--- config.mk ---
export PLATFORM = sky130hd
export DESIGN_NAME = cfc_fault_conf
export DESIGN_NICKNAME = d
export VERILOG_FILES = /design/src/cfc_pkg.sv /design/src/cfc_fault_conf.sv
export VERILOG_INCLUDE_DIRS = /design/src
export SDC_FILE = /design/constraint.sdc
export NUM_CORES = 1
export LEC_CHECK = 0
export BUFFER_PORTS_ARGS = -buffer_cell sky130_fd_sc_hd__buf_2
export CAP_MARGIN = 20
export CELL_PAD_IN_SITES_DETAIL_PLACEMENT = 1
export CELL_PAD_IN_SITES_GLOBAL_PLACEMENT = 2
export CORE_MARGIN = 2
export CORE_UTILIZATION = 32
export CTS_CLUSTER_DIAMETER = 30
export DETAILED_ROUTE_END_ITERATION = 6
export PLACE_DENSITY = 0.79
export REMOVE_ABC_BUFFERS = 1
export SKIP_LAST_GASP = 1
export SLEW_MARGIN = 40
export SYNTH_ARGS = -nofsm -noshare
export SYNTH_HDL_FRONTEND = slang
export SYNTH_SLANG_ARGS = --single-unit
--- constraint.sdc ---
create_clock -name clk -period 3.7 [get_ports clk]
set_clock_uncertainty 0.2 [all_clocks]
set_input_delay 0.37 -clock clk [delete_from_list [all_inputs] [get_ports clk]]
set_output_delay 0.37 -clock clk [all_outputs]
set_load 0.02 [all_outputs]
--- src/cfc_map.svh ---
// Constants for the CAN fault confinement block: register offsets,
// field positions, reset values and counter thresholds.
// Assumes inclusion by cfc_pkg, the design file and the test bench only.
`ifndef CFC_MAP_SVH
`define CFC_MAP_SVH

`define CFC_OFF_STATE 4'h0
`define CFC_OFF_TEC 4'h1
`define CFC_OFF_REC 4'h2
`define CFC_OFF_IRQ_STAT 4'h3
`define CFC_OFF_IRQ_MASK 4'h4
`define CFC_OFF_CTRL 4'h5

`define CFC_BIT_ERR 0
`define CFC_BIT_PASSIVE 1
`define CFC_BIT_BUSOFF 2
`define CFC_BIT_RECOVER 3
`define CFC_IRQ_W 4

`define CFC_CTRL_ACTIVE_FLAG_EN 0

`define CFC_PASSIVE_LIMIT 9'h080
`define CFC_BUSOFF_LIMIT 9'h0ff
`define CFC_CNT_W 9
`define CFC_CNT_MAX 9'h1ff
`define CFC_RECESSIVE_RUN 4'hb
`define CFC_RECOVERY_RUNS 8'h80
`define CFC_RST_MASK 4'h0
`define CFC_RST_CTRL 1'h1

`endif

--- src/cfc_pkg.sv ---
// Types shared by the fault confinement block.
// Assumes the map header sits in the same folder.
`include "cfc_map.svh"

package cfc_pkg;
    typedef enum logic [1:0] {
        CFC_ERR_ACTIVE,
        CFC_ERR_PASSIVE,
        CFC_BUS_OFF
    } cfc_state_t;
endpackage

--- src/cfc_fault_conf.sv ---
// CAN fault confinement: error counters, error state, active error flag
// gating, automatic bus off recovery, Avalon-MM registers and interrupt.
// Assumes a protocol engine that reports errors and frame outcomes as
// one-cycle pulses and gives one pulse per sampled bit on bit_tick.
`timescale 1ns/100ps
`default_nettype none
`include "cfc_map.svh"

// Behaviour
// - Error active node joins traffic and drives an active error flag on errors.
// - Either counter reaching 128 moves the node to error passive.
// - Error passive node still transfers frames but sends no error flags.
// - Error flags are made and handled in hardware, unseen by software.
// - Transmit counter above 255 puts the node bus off.
// - Bus off blocks traffic until 128 runs of 11 recessive bits or reset.
// - After the recessive runs the node returns alone to error active.
// - Current error state is readable by software at any time.
// - Separate interrupt enables for single error, passive and bus off entry.
// - With single-error interrupt enabled, every error detected outside bus off interrupts.
// - Counters rise on errors, fall on successful transmit or receive.
module cfc_fault_conf #(
    parameter int TX_ERR_STEP = 8,
    parameter int RX_ERR_STEP = 1
) (
    input wire logic clk,
    input wire logic rst_b,
    input wire logic [3:0] avs_address,
    input wire logic avs_read,
    input wire logic avs_write,
    input wire logic [31:0] avs_writedata,
    output logic [31:0] avs_readdata,
    output logic avs_waitrequest,
    input wire logic bit_tick,
    input wire logic bus_bit_recessive,
    input wire logic err_detect,
    input wire logic tx_err,
    input wire logic rx_err,
    input wire logic tx_ok,
    input wire logic rx_ok,
    output logic active_flag_req,
    output logic node_online,
    output cfc_pkg::cfc_state_t err_state,
    output logic irq
);
    import cfc_pkg::*;

    localparam logic [8:0] TX_STEP = 9'(TX_ERR_STEP);
    localparam logic [8:0] RX_STEP = 9'(RX_ERR_STEP);

    cfc_state_t state_reg, state_next;
    logic [8:0] tec_reg, tec_next;
    logic [8:0] rec_reg, rec_next;
    logic [3:0] run_reg, run_next;
    logic [7:0] runs_reg, runs_next;
    logic [3:0] stat_reg, mask_reg;
    logic ctrl_reg;
    logic wait_reg;
    logic online_reg;
    logic [31:0] rdata_reg;
    logic flag_reg;
    logic irq_reg;

    // Bus side: one wait state on every access, answer on the second edge.
    wire logic req = avs_read | avs_write;
    wire logic take = req & ~wait_reg;
    wire logic wr_en = avs_write & take;
    wire logic wr_stat = wr_en && avs_address == `CFC_OFF_IRQ_STAT;
    wire logic wr_mask = wr_en && avs_address == `CFC_OFF_IRQ_MASK;
    wire logic wr_ctrl = wr_en && avs_address == `CFC_OFF_CTRL;

    wire logic is_off = state_reg == CFC_BUS_OFF;
    // A run ends on the recessive bit that brings the stored length to the
    // run length; the next-value count is already folded back to zero then.
    wire logic run_done = bit_tick && bus_bit_recessive
        && run_reg == `CFC_RECESSIVE_RUN - 4'h1;
    wire logic recovered = is_off && run_done
        && runs_reg == `CFC_RECOVERY_RUNS - 8'h01;
    wire logic tx_sat = tec_reg > `CFC_CNT_MAX - TX_STEP;
    wire logic rx_sat = rec_reg > `CFC_CNT_MAX - RX_STEP;
    wire logic enter_passive = state_reg == CFC_ERR_ACTIVE
        && state_next == CFC_ERR_PASSIVE;
    wire logic enter_off = !is_off && state_next == CFC_BUS_OFF;
    wire logic err_evt = err_detect && !is_off;
    wire logic [3:0] evt = {recovered, enter_off, enter_passive, err_evt};
    // A hardware set wins over a software clear in the same cycle.
    wire logic [3:0] stat_next = (stat_reg & ~(wr_stat ?
        avs_writedata[3:0] : 4'h0)) | evt;

    wire logic [31:0] rd_mux =
        avs_address == `CFC_OFF_STATE ? {30'h0, state_reg} :
        avs_address == `CFC_OFF_TEC ? {23'h0, tec_reg} :
        avs_address == `CFC_OFF_REC ? {23'h0, rec_reg} :
        avs_address == `CFC_OFF_IRQ_STAT ? {28'h0, stat_reg} :
        avs_address == `CFC_OFF_IRQ_MASK ? {28'h0, mask_reg} :
        avs_address == `CFC_OFF_CTRL ? {31'h0, ctrl_reg} : 32'h0;

    // Counters saturate so a storm of errors never wraps back to zero.
    always_comb begin
        tec_next = tec_reg;
        rec_next = rec_reg;
        if (is_off) begin
            if (recovered) begin
                tec_next = 9'h000;
                rec_next = 9'h000;
            end
        end else begin
            if (tx_err) begin
                tec_next = tx_sat ? `CFC_CNT_MAX : tec_reg + TX_STEP;
            end else if (tx_ok && tec_reg != 9'h000) begin
                tec_next = tec_reg - 9'h001;
            end
            if (rx_err) begin
                rec_next = rx_sat ? `CFC_CNT_MAX : rec_reg + RX_STEP;
            end else if (rx_ok && rec_reg != 9'h000) begin
                rec_next = rec_reg - 9'h001;
            end
        end
    end

    always_comb begin
        case (state_reg)
            CFC_ERR_ACTIVE, CFC_ERR_PASSIVE: begin
                if (tec_next > `CFC_BUSOFF_LIMIT) begin
                    state_next = CFC_BUS_OFF;
                end else if (tec_next >= `CFC_PASSIVE_LIMIT
                        || rec_next >= `CFC_PASSIVE_LIMIT) begin
                    state_next = CFC_ERR_PASSIVE;
                end else begin
                    state_next = CFC_ERR_ACTIVE;
                end
            end
            CFC_BUS_OFF: begin
                state_next = recovered ? CFC_ERR_ACTIVE : CFC_BUS_OFF;
            end
            default: state_next = CFC_ERR_ACTIVE;
        endcase
    end

    // Recovery counts runs of recessive bits only while bus off.
    always_comb begin
        run_next = run_reg;
        runs_next = runs_reg;
        if (!is_off) begin
            run_next = 4'h0;
            runs_next = 8'h00;
        end else if (bit_tick) begin
            if (!bus_bit_recessive) begin
                run_next = 4'h0;
            end else begin
                run_next = run_reg + 4'h1;
                if (run_done) begin
                    run_next = 4'h0;
                    runs_next = runs_reg + 8'h01;
                end
            end
        end
    end

    always_ff @(posedge clk or negedge rst_b) begin
        if (!rst_b) begin
            state_reg <= CFC_ERR_ACTIVE;
            tec_reg <= 9'h000;
            rec_reg <= 9'h000;
            run_reg <= 4'h0;
            runs_reg <= 8'h00;
            online_reg <= 1'b1;
        end else begin
            state_reg <= state_next;
            online_reg <= state_next != CFC_BUS_OFF;
            tec_reg <= tec_next;
            rec_reg <= rec_next;
            run_reg <= run_next;
            runs_reg <= runs_next;
        end
    end

    // Error flags never reach software; only the request pin shows them.
    always_ff @(posedge clk or negedge rst_b) begin
        if (!rst_b) begin
            flag_reg <= 1'b0;
        end else begin
            flag_reg <= err_detect && state_reg == CFC_ERR_ACTIVE
                && ctrl_reg;
        end
    end

    always_ff @(posedge clk or negedge rst_b) begin
        if (!rst_b) begin
            stat_reg <= 4'h0;
            mask_reg <= `CFC_RST_MASK;
            ctrl_reg <= `CFC_RST_CTRL;
            irq_reg <= 1'b0;
        end else begin
            stat_reg <= stat_next;
            irq_reg <= |(stat_next & (wr_mask ? avs_writedata[3:0]
                : mask_reg));
            if (wr_mask) begin
                mask_reg <= avs_writedata[3:0];
            end
            if (wr_ctrl) begin
                ctrl_reg <= avs_writedata[`CFC_CTRL_ACTIVE_FLAG_EN];
            end
        end
    end

    // Waitrequest drops for one cycle only, so a request still held after it
    // is taken again two cycles later.
    always_ff @(posedge clk or negedge rst_b) begin
        if (!rst_b) begin
            wait_reg <= 1'b1;
            rdata_reg <= 32'h0;
        end else begin
            wait_reg <= ~(req & wait_reg);
            rdata_reg <= rd_mux;
        end
    end

    assign avs_waitrequest = wait_reg;
    assign avs_readdata = rdata_reg;
    assign active_flag_req = flag_reg;
    assign node_online = online_reg;
    assign err_state = state_reg;
    assign irq = irq_reg;

    // Assertions.
    property p_flag_active;
        @(posedge clk) disable iff (!rst_b)
        err_detect && state_reg == CFC_ERR_ACTIVE && ctrl_reg
            |=> active_flag_req;
    endproperty
    a_flag_active: assert property (p_flag_active)
        else $error("active error flag missing");

    property p_passive_entry;
        @(posedge clk) disable iff (!rst_b)
        state_reg == CFC_ERR_ACTIVE && rec_reg == 9'h07f && rx_err
            && tec_reg < 9'h080 |=> err_state == CFC_ERR_PASSIVE;
    endproperty
    a_passive_entry: assert property (p_passive_entry)
        else $error("passive state not entered at 128");

    property p_no_flag_passive;
        @(posedge clk) disable iff (!rst_b)
        state_reg != CFC_ERR_ACTIVE |=> !active_flag_req;
    endproperty
    a_no_flag_passive: assert property (p_no_flag_passive)
        else $error("error flag sent while not active");

    property p_busoff;
        @(posedge clk) disable iff (!rst_b)
        tec_reg > 9'h0ff |-> err_state == CFC_BUS_OFF;
    endproperty
    a_busoff: assert property (p_busoff)
        else $error("bus off not held above 255");

    property p_offline;
        @(posedge clk) disable iff (!rst_b)
        node_online == (err_state != CFC_BUS_OFF);
    endproperty
    a_offline: assert property (p_offline)
        else $error("node online during bus off");

    property p_recover;
        @(posedge clk) disable iff (!rst_b)
        recovered |=> err_state == CFC_ERR_ACTIVE && tec_reg == 9'h000
            && node_online;
    endproperty
    a_recover: assert property (p_recover)
        else $error("no recovery after recessive runs");

    property p_no_early_recover;
        @(posedge clk) disable iff (!rst_b)
        is_off && runs_reg < 8'h7f |=> err_state == CFC_BUS_OFF;
    endproperty
    a_no_early_recover: assert property (p_no_early_recover)
        else $error("left bus off too early");

    property p_err_sticky;
        @(posedge clk) disable iff (!rst_b)
        err_evt |=> stat_reg[`CFC_BIT_ERR]
            && (irq || !mask_reg[`CFC_BIT_ERR]);
    endproperty
    a_err_sticky: assert property (p_err_sticky)
        else $error("single error not latched");

    property p_irq_gate;
        @(posedge clk) disable iff (!rst_b)
        irq == |(stat_reg & mask_reg);
    endproperty
    a_irq_gate: assert property (p_irq_gate)
        else $error("interrupt without enabled cause");

    property p_counter_up;
        @(posedge clk) disable iff (!rst_b)
        !is_off && tx_err && tec_reg < 9'h0f0 |=> tec_reg ==
            $past(tec_reg) + TX_STEP;
    endproperty
    a_counter_up: assert property (p_counter_up)
        else $error("transmit counter did not step");

    property p_reset_state;
        @(posedge clk) $rose(rst_b) |-> err_state == CFC_ERR_ACTIVE
            && tec_reg == 9'h000 && runs_reg == 8'h00;
    endproperty
    a_reset_state: assert property (p_reset_state)
        else $error("reset state wrong");

    c_passive: cover property (@(posedge clk) disable iff (!rst_b)
        enter_passive);
    c_busoff: cover property (@(posedge clk) disable iff (!rst_b)
        enter_off);
    c_recover: cover property (@(posedge clk) disable iff (!rst_b)
        recovered);
    c_irq: cover property (@(posedge clk) disable iff (!rst_b)
        $rose(irq));
endmodule
`default_nettype wire

# Yosys cells after proc, flatten, opt, wreduce, memory -nomap -nowiden
# Index checks and enable logic that the tools add are counted.
word_totals:
  ff_bits: 54
  latchBits: 0
  ram_bits: 0
  romBits: 0
  in_bits: 47
  output_inout_bits: 38
  elab_cells: 102
  n_memories: 0
op_classes:
  add_sub_neg: 6
  mul: 0
  div_mod_pow: 0
  n_lt_le_gt_ge: 5
  eq_ne: 15
  shifts: 0
  n_mux: 30
  bitwise_logic: 10
  n_reduce_logical: 23
op_table:
  columns: ["op", "n"]
  rows:
  - ["two-way mux 9 bit", 13]
  - ["two-way mux 4 bit", 8]
  - ["two-way mux 8 bit", 4]
  - [">= comparator 9 x 8 -> 1 bit (second input constant)", 2]
  - ["> comparator 9 bit (second input constant)", 2]
  - ["nonzero test 9 bit", 2]
  - ["subtractor 9 x 1 -> 9 bit (second input constant)", 2]
  - ["logical AND 1 bit", 14]
  - ["adder 9 x 1 -> 9 bit (second input constant)", 1]
  - ["adder 9 x 4 -> 9 bit (second input constant)", 1]
  - ["> comparator 9 x 8 -> 1 bit (second input constant)", 1]
  - ["adder 8 x 1 -> 8 bit (second input constant)", 1]
  - ["AND 4 bit", 2]
  - ["== test 4 x 2 -> 1 bit (second input constant)", 2]
  - ["== test 4 x 3 -> 1 bit (second input constant)", 2]
  - ["== test 8 x 7 -> 1 bit (second input constant)", 1]
  - ["!= test 2 bit (second input constant)", 3]
  - ["adder 4 x 1 -> 4 bit (second input constant)", 1]
  - ["== test 2 x 1 -> 1 bit (second input constant)", 2]
  - ["== test 2 bit (second input constant)", 2]
  - ["== test 4 x 1 -> 1 bit (second input constant)", 1]
  - ["== test 4 bit (second input constant)", 1]
  - ["zero test 4 bit", 1]
  - ["two-way mux 2 bit", 2]
  - ["14 further kinds", 18]

# Logic depth before layout (Yosys ltp)
depth:
  word_depth: 16
  depth_mapped: 9

# Worst setup path before layout
# OpenSTA, ideal clock, no wires.
synth_timing:
  path_type: "register to register"
  start: "reg tec_reg[0]"
  end: "reg stat_reg[2]"
  setup_ps: 127
  t_arrival_ps: 2258
  required_ps: 3373
  slack_ps: 1114
  path_stages_with_launch: 9
  n_path_buf: 1
  cell_sequence: "dfrtp_1 > clkbuf_1 > inv_1 > ha_1 > or4b_1 > or4b_1 > o211ai_1 > nor2_1 > or2_2"
synth_via:
  elab_chain_len: 13
  elab_cells_between_ends: 19
synth_lines:
  columns: ["element", "line_no", "rtl"]
  rows:
  - ["start, declared", "cfc_fault_conf.sv:51", "logic [8:0] tec_reg, tec_next;"]
  - ["start signal, assigned", "cfc_fault_conf.sv:170", "tec_reg <= tec_next;"]
  - ["parallel branches: the longest is 4 deep, another holds subtractor 9 x 1 -> 9 bit", null, null]
  - ["two-way mux 9 bit *", "cfc_fault_conf.sv:101", "if (is_off) begin"]
  - [">= comparator 9 x 8 -> 1 bit (no line)", null, null]
  - ["logical OR 1 bit (no line)", null, null]
  - ["two-way mux 1 bit", "cfc_fault_conf.sv:125", "end else if (tec_next >= `CFC_PASSIVE_LIMIT"]
  - ["two-way mux 2 bit *", "cfc_fault_conf.sv:123", "if (tec_next > `CFC_BUSOFF_LIMIT) begin"]
  - ["case mux 2 bit (2 select lines) *", "cfc_fault_conf.sv:121", "case (state_reg)"]
  - ["== test 2 bit *", "cfc_fault_conf.sv:82", "wire logic enter_off = !is_off && state_next == CFC_BUS_OFF;"]
  - ["logical AND 1 bit *", "cfc_fault_conf.sv:82", null]
  - ["OR 4 bit *", "cfc_fault_conf.sv:87", "avs_writedata[3:0] : 4'h0)) | evt;"]
  - ["net stat_next[2]", "cfc_fault_conf.sv:86", "wire logic [3:0] stat_next = (stat_reg & ~(wr_stat ?"]
  - ["end signal, assigned", "cfc_fault_conf.sv:194", "stat_reg <= stat_next;"]
  - ["end, declared", "cfc_fault_conf.sv:55", "logic [3:0] stat_reg, mask_reg;"]
# Mark *: on every way through the listed nets, which the timed path passes.
# A chain may end at the register's enable or synchronous reset.

# Worst setup path after layout
layout_timing:
  start: "reg tec_reg[0]"
  end: "reg irq_reg, in the netlist irq"
layout_via:
  elab_chain_len: 15
  elab_cells_between_ends: 23
layout_lines:
  columns: ["element", "line_no", "rtl"]
  rows:
  - ["parallel branches: the longest is 4 deep, another holds subtractor 9 x 1 -> 9 bit", null, null]
  - ["two-way mux 9 bit *", "cfc_fault_conf.sv:101", null]
  - [">= comparator 9 x 8 -> 1 bit (no line)", null, null]
  - ["logical OR 1 bit (no line)", null, null]
  - ["two-way mux 1 bit", "cfc_fault_conf.sv:125", null]
  - ["two-way mux 2 bit *", "cfc_fault_conf.sv:123", null]
  - ["case mux 2 bit (2 select lines) *", "cfc_fault_conf.sv:121", null]
  - ["== test 2 x 1 -> 1 bit / == test 2 bit (equally long branches)", "cfc_fault_conf.sv:81, cfc_fault_conf.sv:82", null]
  - ["logical AND 1 bit, on equally long branches", "cfc_fault_conf.sv:81, cfc_fault_conf.sv:82", null]
  - ["OR 4 bit *", "cfc_fault_conf.sv:87", null]
  - ["AND 4 bit *", "cfc_fault_conf.sv:195", "irq_reg <= |(stat_next & (wr_mask ? avs_writedata[3:0]"]
  - ["OR reduction 4 bit *", "cfc_fault_conf.sv:195", null]
  - ["end signal, assigned", "cfc_fault_conf.sv:195", null]
  - ["end, declared", "cfc_fault_conf.sv:61", "logic irq_reg;"]
# Every way passes the cells marked *.

==> impl_metrics.py <==
metrics = {
    "outcome": {
        "status": "completed",
    },
    "timing": {
        "hold_viol": 0,
        "period_minus_slack_ps": 2920,
        "grt_setup_unrepaired": "no",
        "setup_viol": 0,
        "tightest_slew_ps": 700,
        "hold_ws_ps": 0.586,
        "maxSlewViolCount": 0,
        "final.setup.tns_ps": 0,
        "post-route-period-util_pct": 79.0,
        "fmax_mhz": 342,
        "slew_headroom_pct": 53.4,
    },
    "synth": {
        "seq_area_frac_synth_pct": 38.2,
        "avgSynthCellArea_um2": 8.71,
        "synth_area_mm2": 0.00354,
        "syn_inst": 407,
        "yosys.area.top_type_share_pct": 36.0,
        "synth_cell_types": 66,
        "synth_flop_cell": "dfrtp_1",
        "ys_top_cells_by_area": "dfrtp_1 (36%), o21ai_0 (5.1%), buf_4 (4.9%)",
        "synth_seq_cells": 54,
        "synth-edff-count": 0,
        "synth_top_cell_by_area": "dfrtp_1",
        "synthArstFlopShare_pct": 100,
        "yosysWarnings": 0,
    },
    "drt": {
        "first_iter_violations": 171,
        "drc": 0,
        "vias": 3068,
        "dr.pass1.iters": 4,
        "via_per_inst": 5.37,
        "avgRoutedWirePerCell_um": 16.9,
        "ant_nets": 0,
        "finalWirelength_mm": 9.63,
    },
    "clock_network": {
        "cts_resized": 0,
        "cts.sinks": 54,
        "cts_buffer_depth": 2,
        "clock_latency_ps": 320,
        "cts-root-buf": "clkbuf_8",
        "cts_buffers": 5,
        "h-tree-depth": 2,
        "cts_tree": "yes",
        "clkTransAtPathRegs_ps": 110,
    },
    "finish": {
        "antenna_cells": 0,
        "syn_to_final_growth_pct": 8.75,
        "layout-drive-gt1-share_pct": 14.4,
        "multi_input_area_mm2": 0.00194,
        "final_util_pct": 35.6,
        "design_area_mm2": 0.00385,
        "regArea_mm2": 0.00136,
        "nNetsFinal": 490,
        "fillers": 1330,
    },
    "floorplanning": {
        "die_h_um": 109,
        "fp.dieW_um": 109,
        "die_area_mm2": 0.0119,
        "initial_core_util_pct": 32.7,
        "io_pins": 85,
        "coreArea_mm2": 0.0108,
        "rows": 38,
    },
    "pwr": {
        "p_leak_nw": 1.71,
        "p_per_area_mw_per_mm2": 627,
        "vdd.ir_drop.worst_mv": 0.173,
        "p_total_mw": 2.42,
    },
    "global_routing": {
        "grt_usage_pct": 16.7,
        "grt_pass1_vias": 3051,
        "grt_max_degree": 30,
        "antenna_found_initial": 0,
        "overflow": 0,
        "grt_pass1_wl_mm": 15.6,
    },
    "placed_design": {
        "dpl.hpwl_mm": 7.10,
        "place_area_mm2": 0.00376,
        "globalplace.congestion": 0.865,
        "port_buffers": 33,
    },
    "critical_path": {
        "r2r_cells": 8,
        "worstPathMaxFanout": 9,
        "critPathKind": "reg -> reg",
        "cp_data_arrival_time_ps": 2920,
        "critPathLaunchType": "flip-flop",
        "cp.required_ps": 3700,
        "endpoint_kind": "flip-flop",
    },
    "hold_path": {
        "hold_depth": 2,
        "worstHoldPathType": "in -> reg",
    },
    "job": {
        "cap_violations": 0,
    },
}
-- cell usage in the layout, fill, tap and decap left out, types with 4 or more instances in the layout --
| master | count |
|---|---|
| dfrtp_1 | 51 |
| nor2_1 | 37 |
| o21ai_0 | 36 |
| buf_2 | 33 |
| nand2_1 | 30 |
| conb_1 | 23 |
| a21oi_1 | 19 |
| inv_1 | 18 |
| nor3_1 | 14 |
| nand3_1 | 14 |
| ha_1 | 13 |
| a22o_1 | 9 |
| nand4_1 | 7 |
| buf_4 | 7 |
| o31ai_1 | 6 |
| and3_1 | 6 |
| nor2b_1 | 5 |
| or3_1 | 5 |
| nand2b_1 | 5 |
| clkbuf_8 | 5 |
| o21a_1 | 4 |
| mux2_2 | 4 |
| mux2i_1 | 4 |
| nor4_1 | 4 |
| xor2_1 | 4 |
-- cell type report --
cell class	instances	share of cell area, %
repair buffers	41	5.91
clock inverters	2	0.357
multi-input cells	310	50.4
flip-flops and latches	54	35.2
well taps	140	4.54
inverters	18	1.75
clock buffers	6	1.88
-- routing by layer --
metal / global-route usage [%] / share of wire [%] / vias to the layer above
li1: - / - / 1475
met1: 23.9 / 48 / 1510
met2: 26.6 / 46 / 70
met3: 1.97 / 4.2 / 13
met4: 5.06 / 1.6 / 0
met5: 0 / 0 / -
-- kinds of logic after synthesis --
logic type               Yosys count  synth area share [%]
AND/OR/NAND/NOR                  148                  22.3
buffers and inverters             65                  9.60
XOR/XNOR                           7                  1.73
other                              1                 0.106
multiplexers                       8                  2.40
AO/OA/AOI/OAI                    111                  21.1
flip-flops                        54                  38.2
adder cells (fa/ha/maj)           13                  4.59
-- synth_stat cells (2+ instances only) --
master and instances:
buf_2 2, and4_1 2, a311oi_1 2, o31ai_1 6, nor3b_1 3, nand3_1 14, dfstp_2 3, o21ai_0 36
a21o_1 3, and3b_1 2, mux2i_1 4, nor2_1 37, a41oi_1 2, nand4_1 7, xor2_1 4, dfrtp_1 51
o211ai_1 3, and2_1 2, clkbuf_1 18, nor4_1 4, nor2b_1 5, a211oi_1 3, nand2b_1 5, nand2_1 30
and4b_1 2, or4b_1 2, o21a_1 4, or4b_2 2, o221ai_1 3, inv_1 18, buf_4 23, a31oi_1 2
xnor2_1 3, a21boi_0 2, or3_1 5, a22o_1 9, nor3_1 14, ha_1 13, a21oi_1 19, buf_1 3
and3_1 6, mux2_2 4, a221oi_1 2
-- per-stage QoR --
| stage | instances | worst slack, ps |
|---|---|---|
| floorplan | 382 | 1170 |
| global placement | 562 | 795 |
| detailed placement | 562 | 786 |
| CTS | 571 | 763 |
| global route | 571 | 597 |
| finish | 571 | 776 |
-- report_power, final --
part	switching [mW]	internal [mW]	leakage (nW)
registers	0.290	0.741	0.671
logic	0.634	0.406	0.996
clock network	0.213	0.136	0.0456
total	1.14	1.28	1.71
-- repair_timing --
action / CTS / global route
hold endpoints to repair: 27 / 0
buffers inserted: 0 / 0
hold buffers: 1 / 0
-- worst paths after layout --
path	startpoint	end	slack [ps]
worst max-delay path	tec_reg[0]	irq	780
worst min-delay path	avs_read	avs_waitrequest	0.6
worst max register to register	tec_reg[0]	irq	780
worst min register to register	avs_waitrequest	avs_waitrequest	300
max in group asynchronous	rst_b	avs_waitrequest	2010
min in group asynchronous	rst_b	rec_reg[1]	430
-- worst max-delay path: stages (launching register included) --
cell,delay [ps]
dfrtp_1,520
inv_1,100
ha_1,180
or4b_1,540
or4b_1,550
o211ai_1,250
nor2_1,130
o21ai_0,200
o311ai_1,120
No activity file was read; power rests on OpenSTA's default activity.
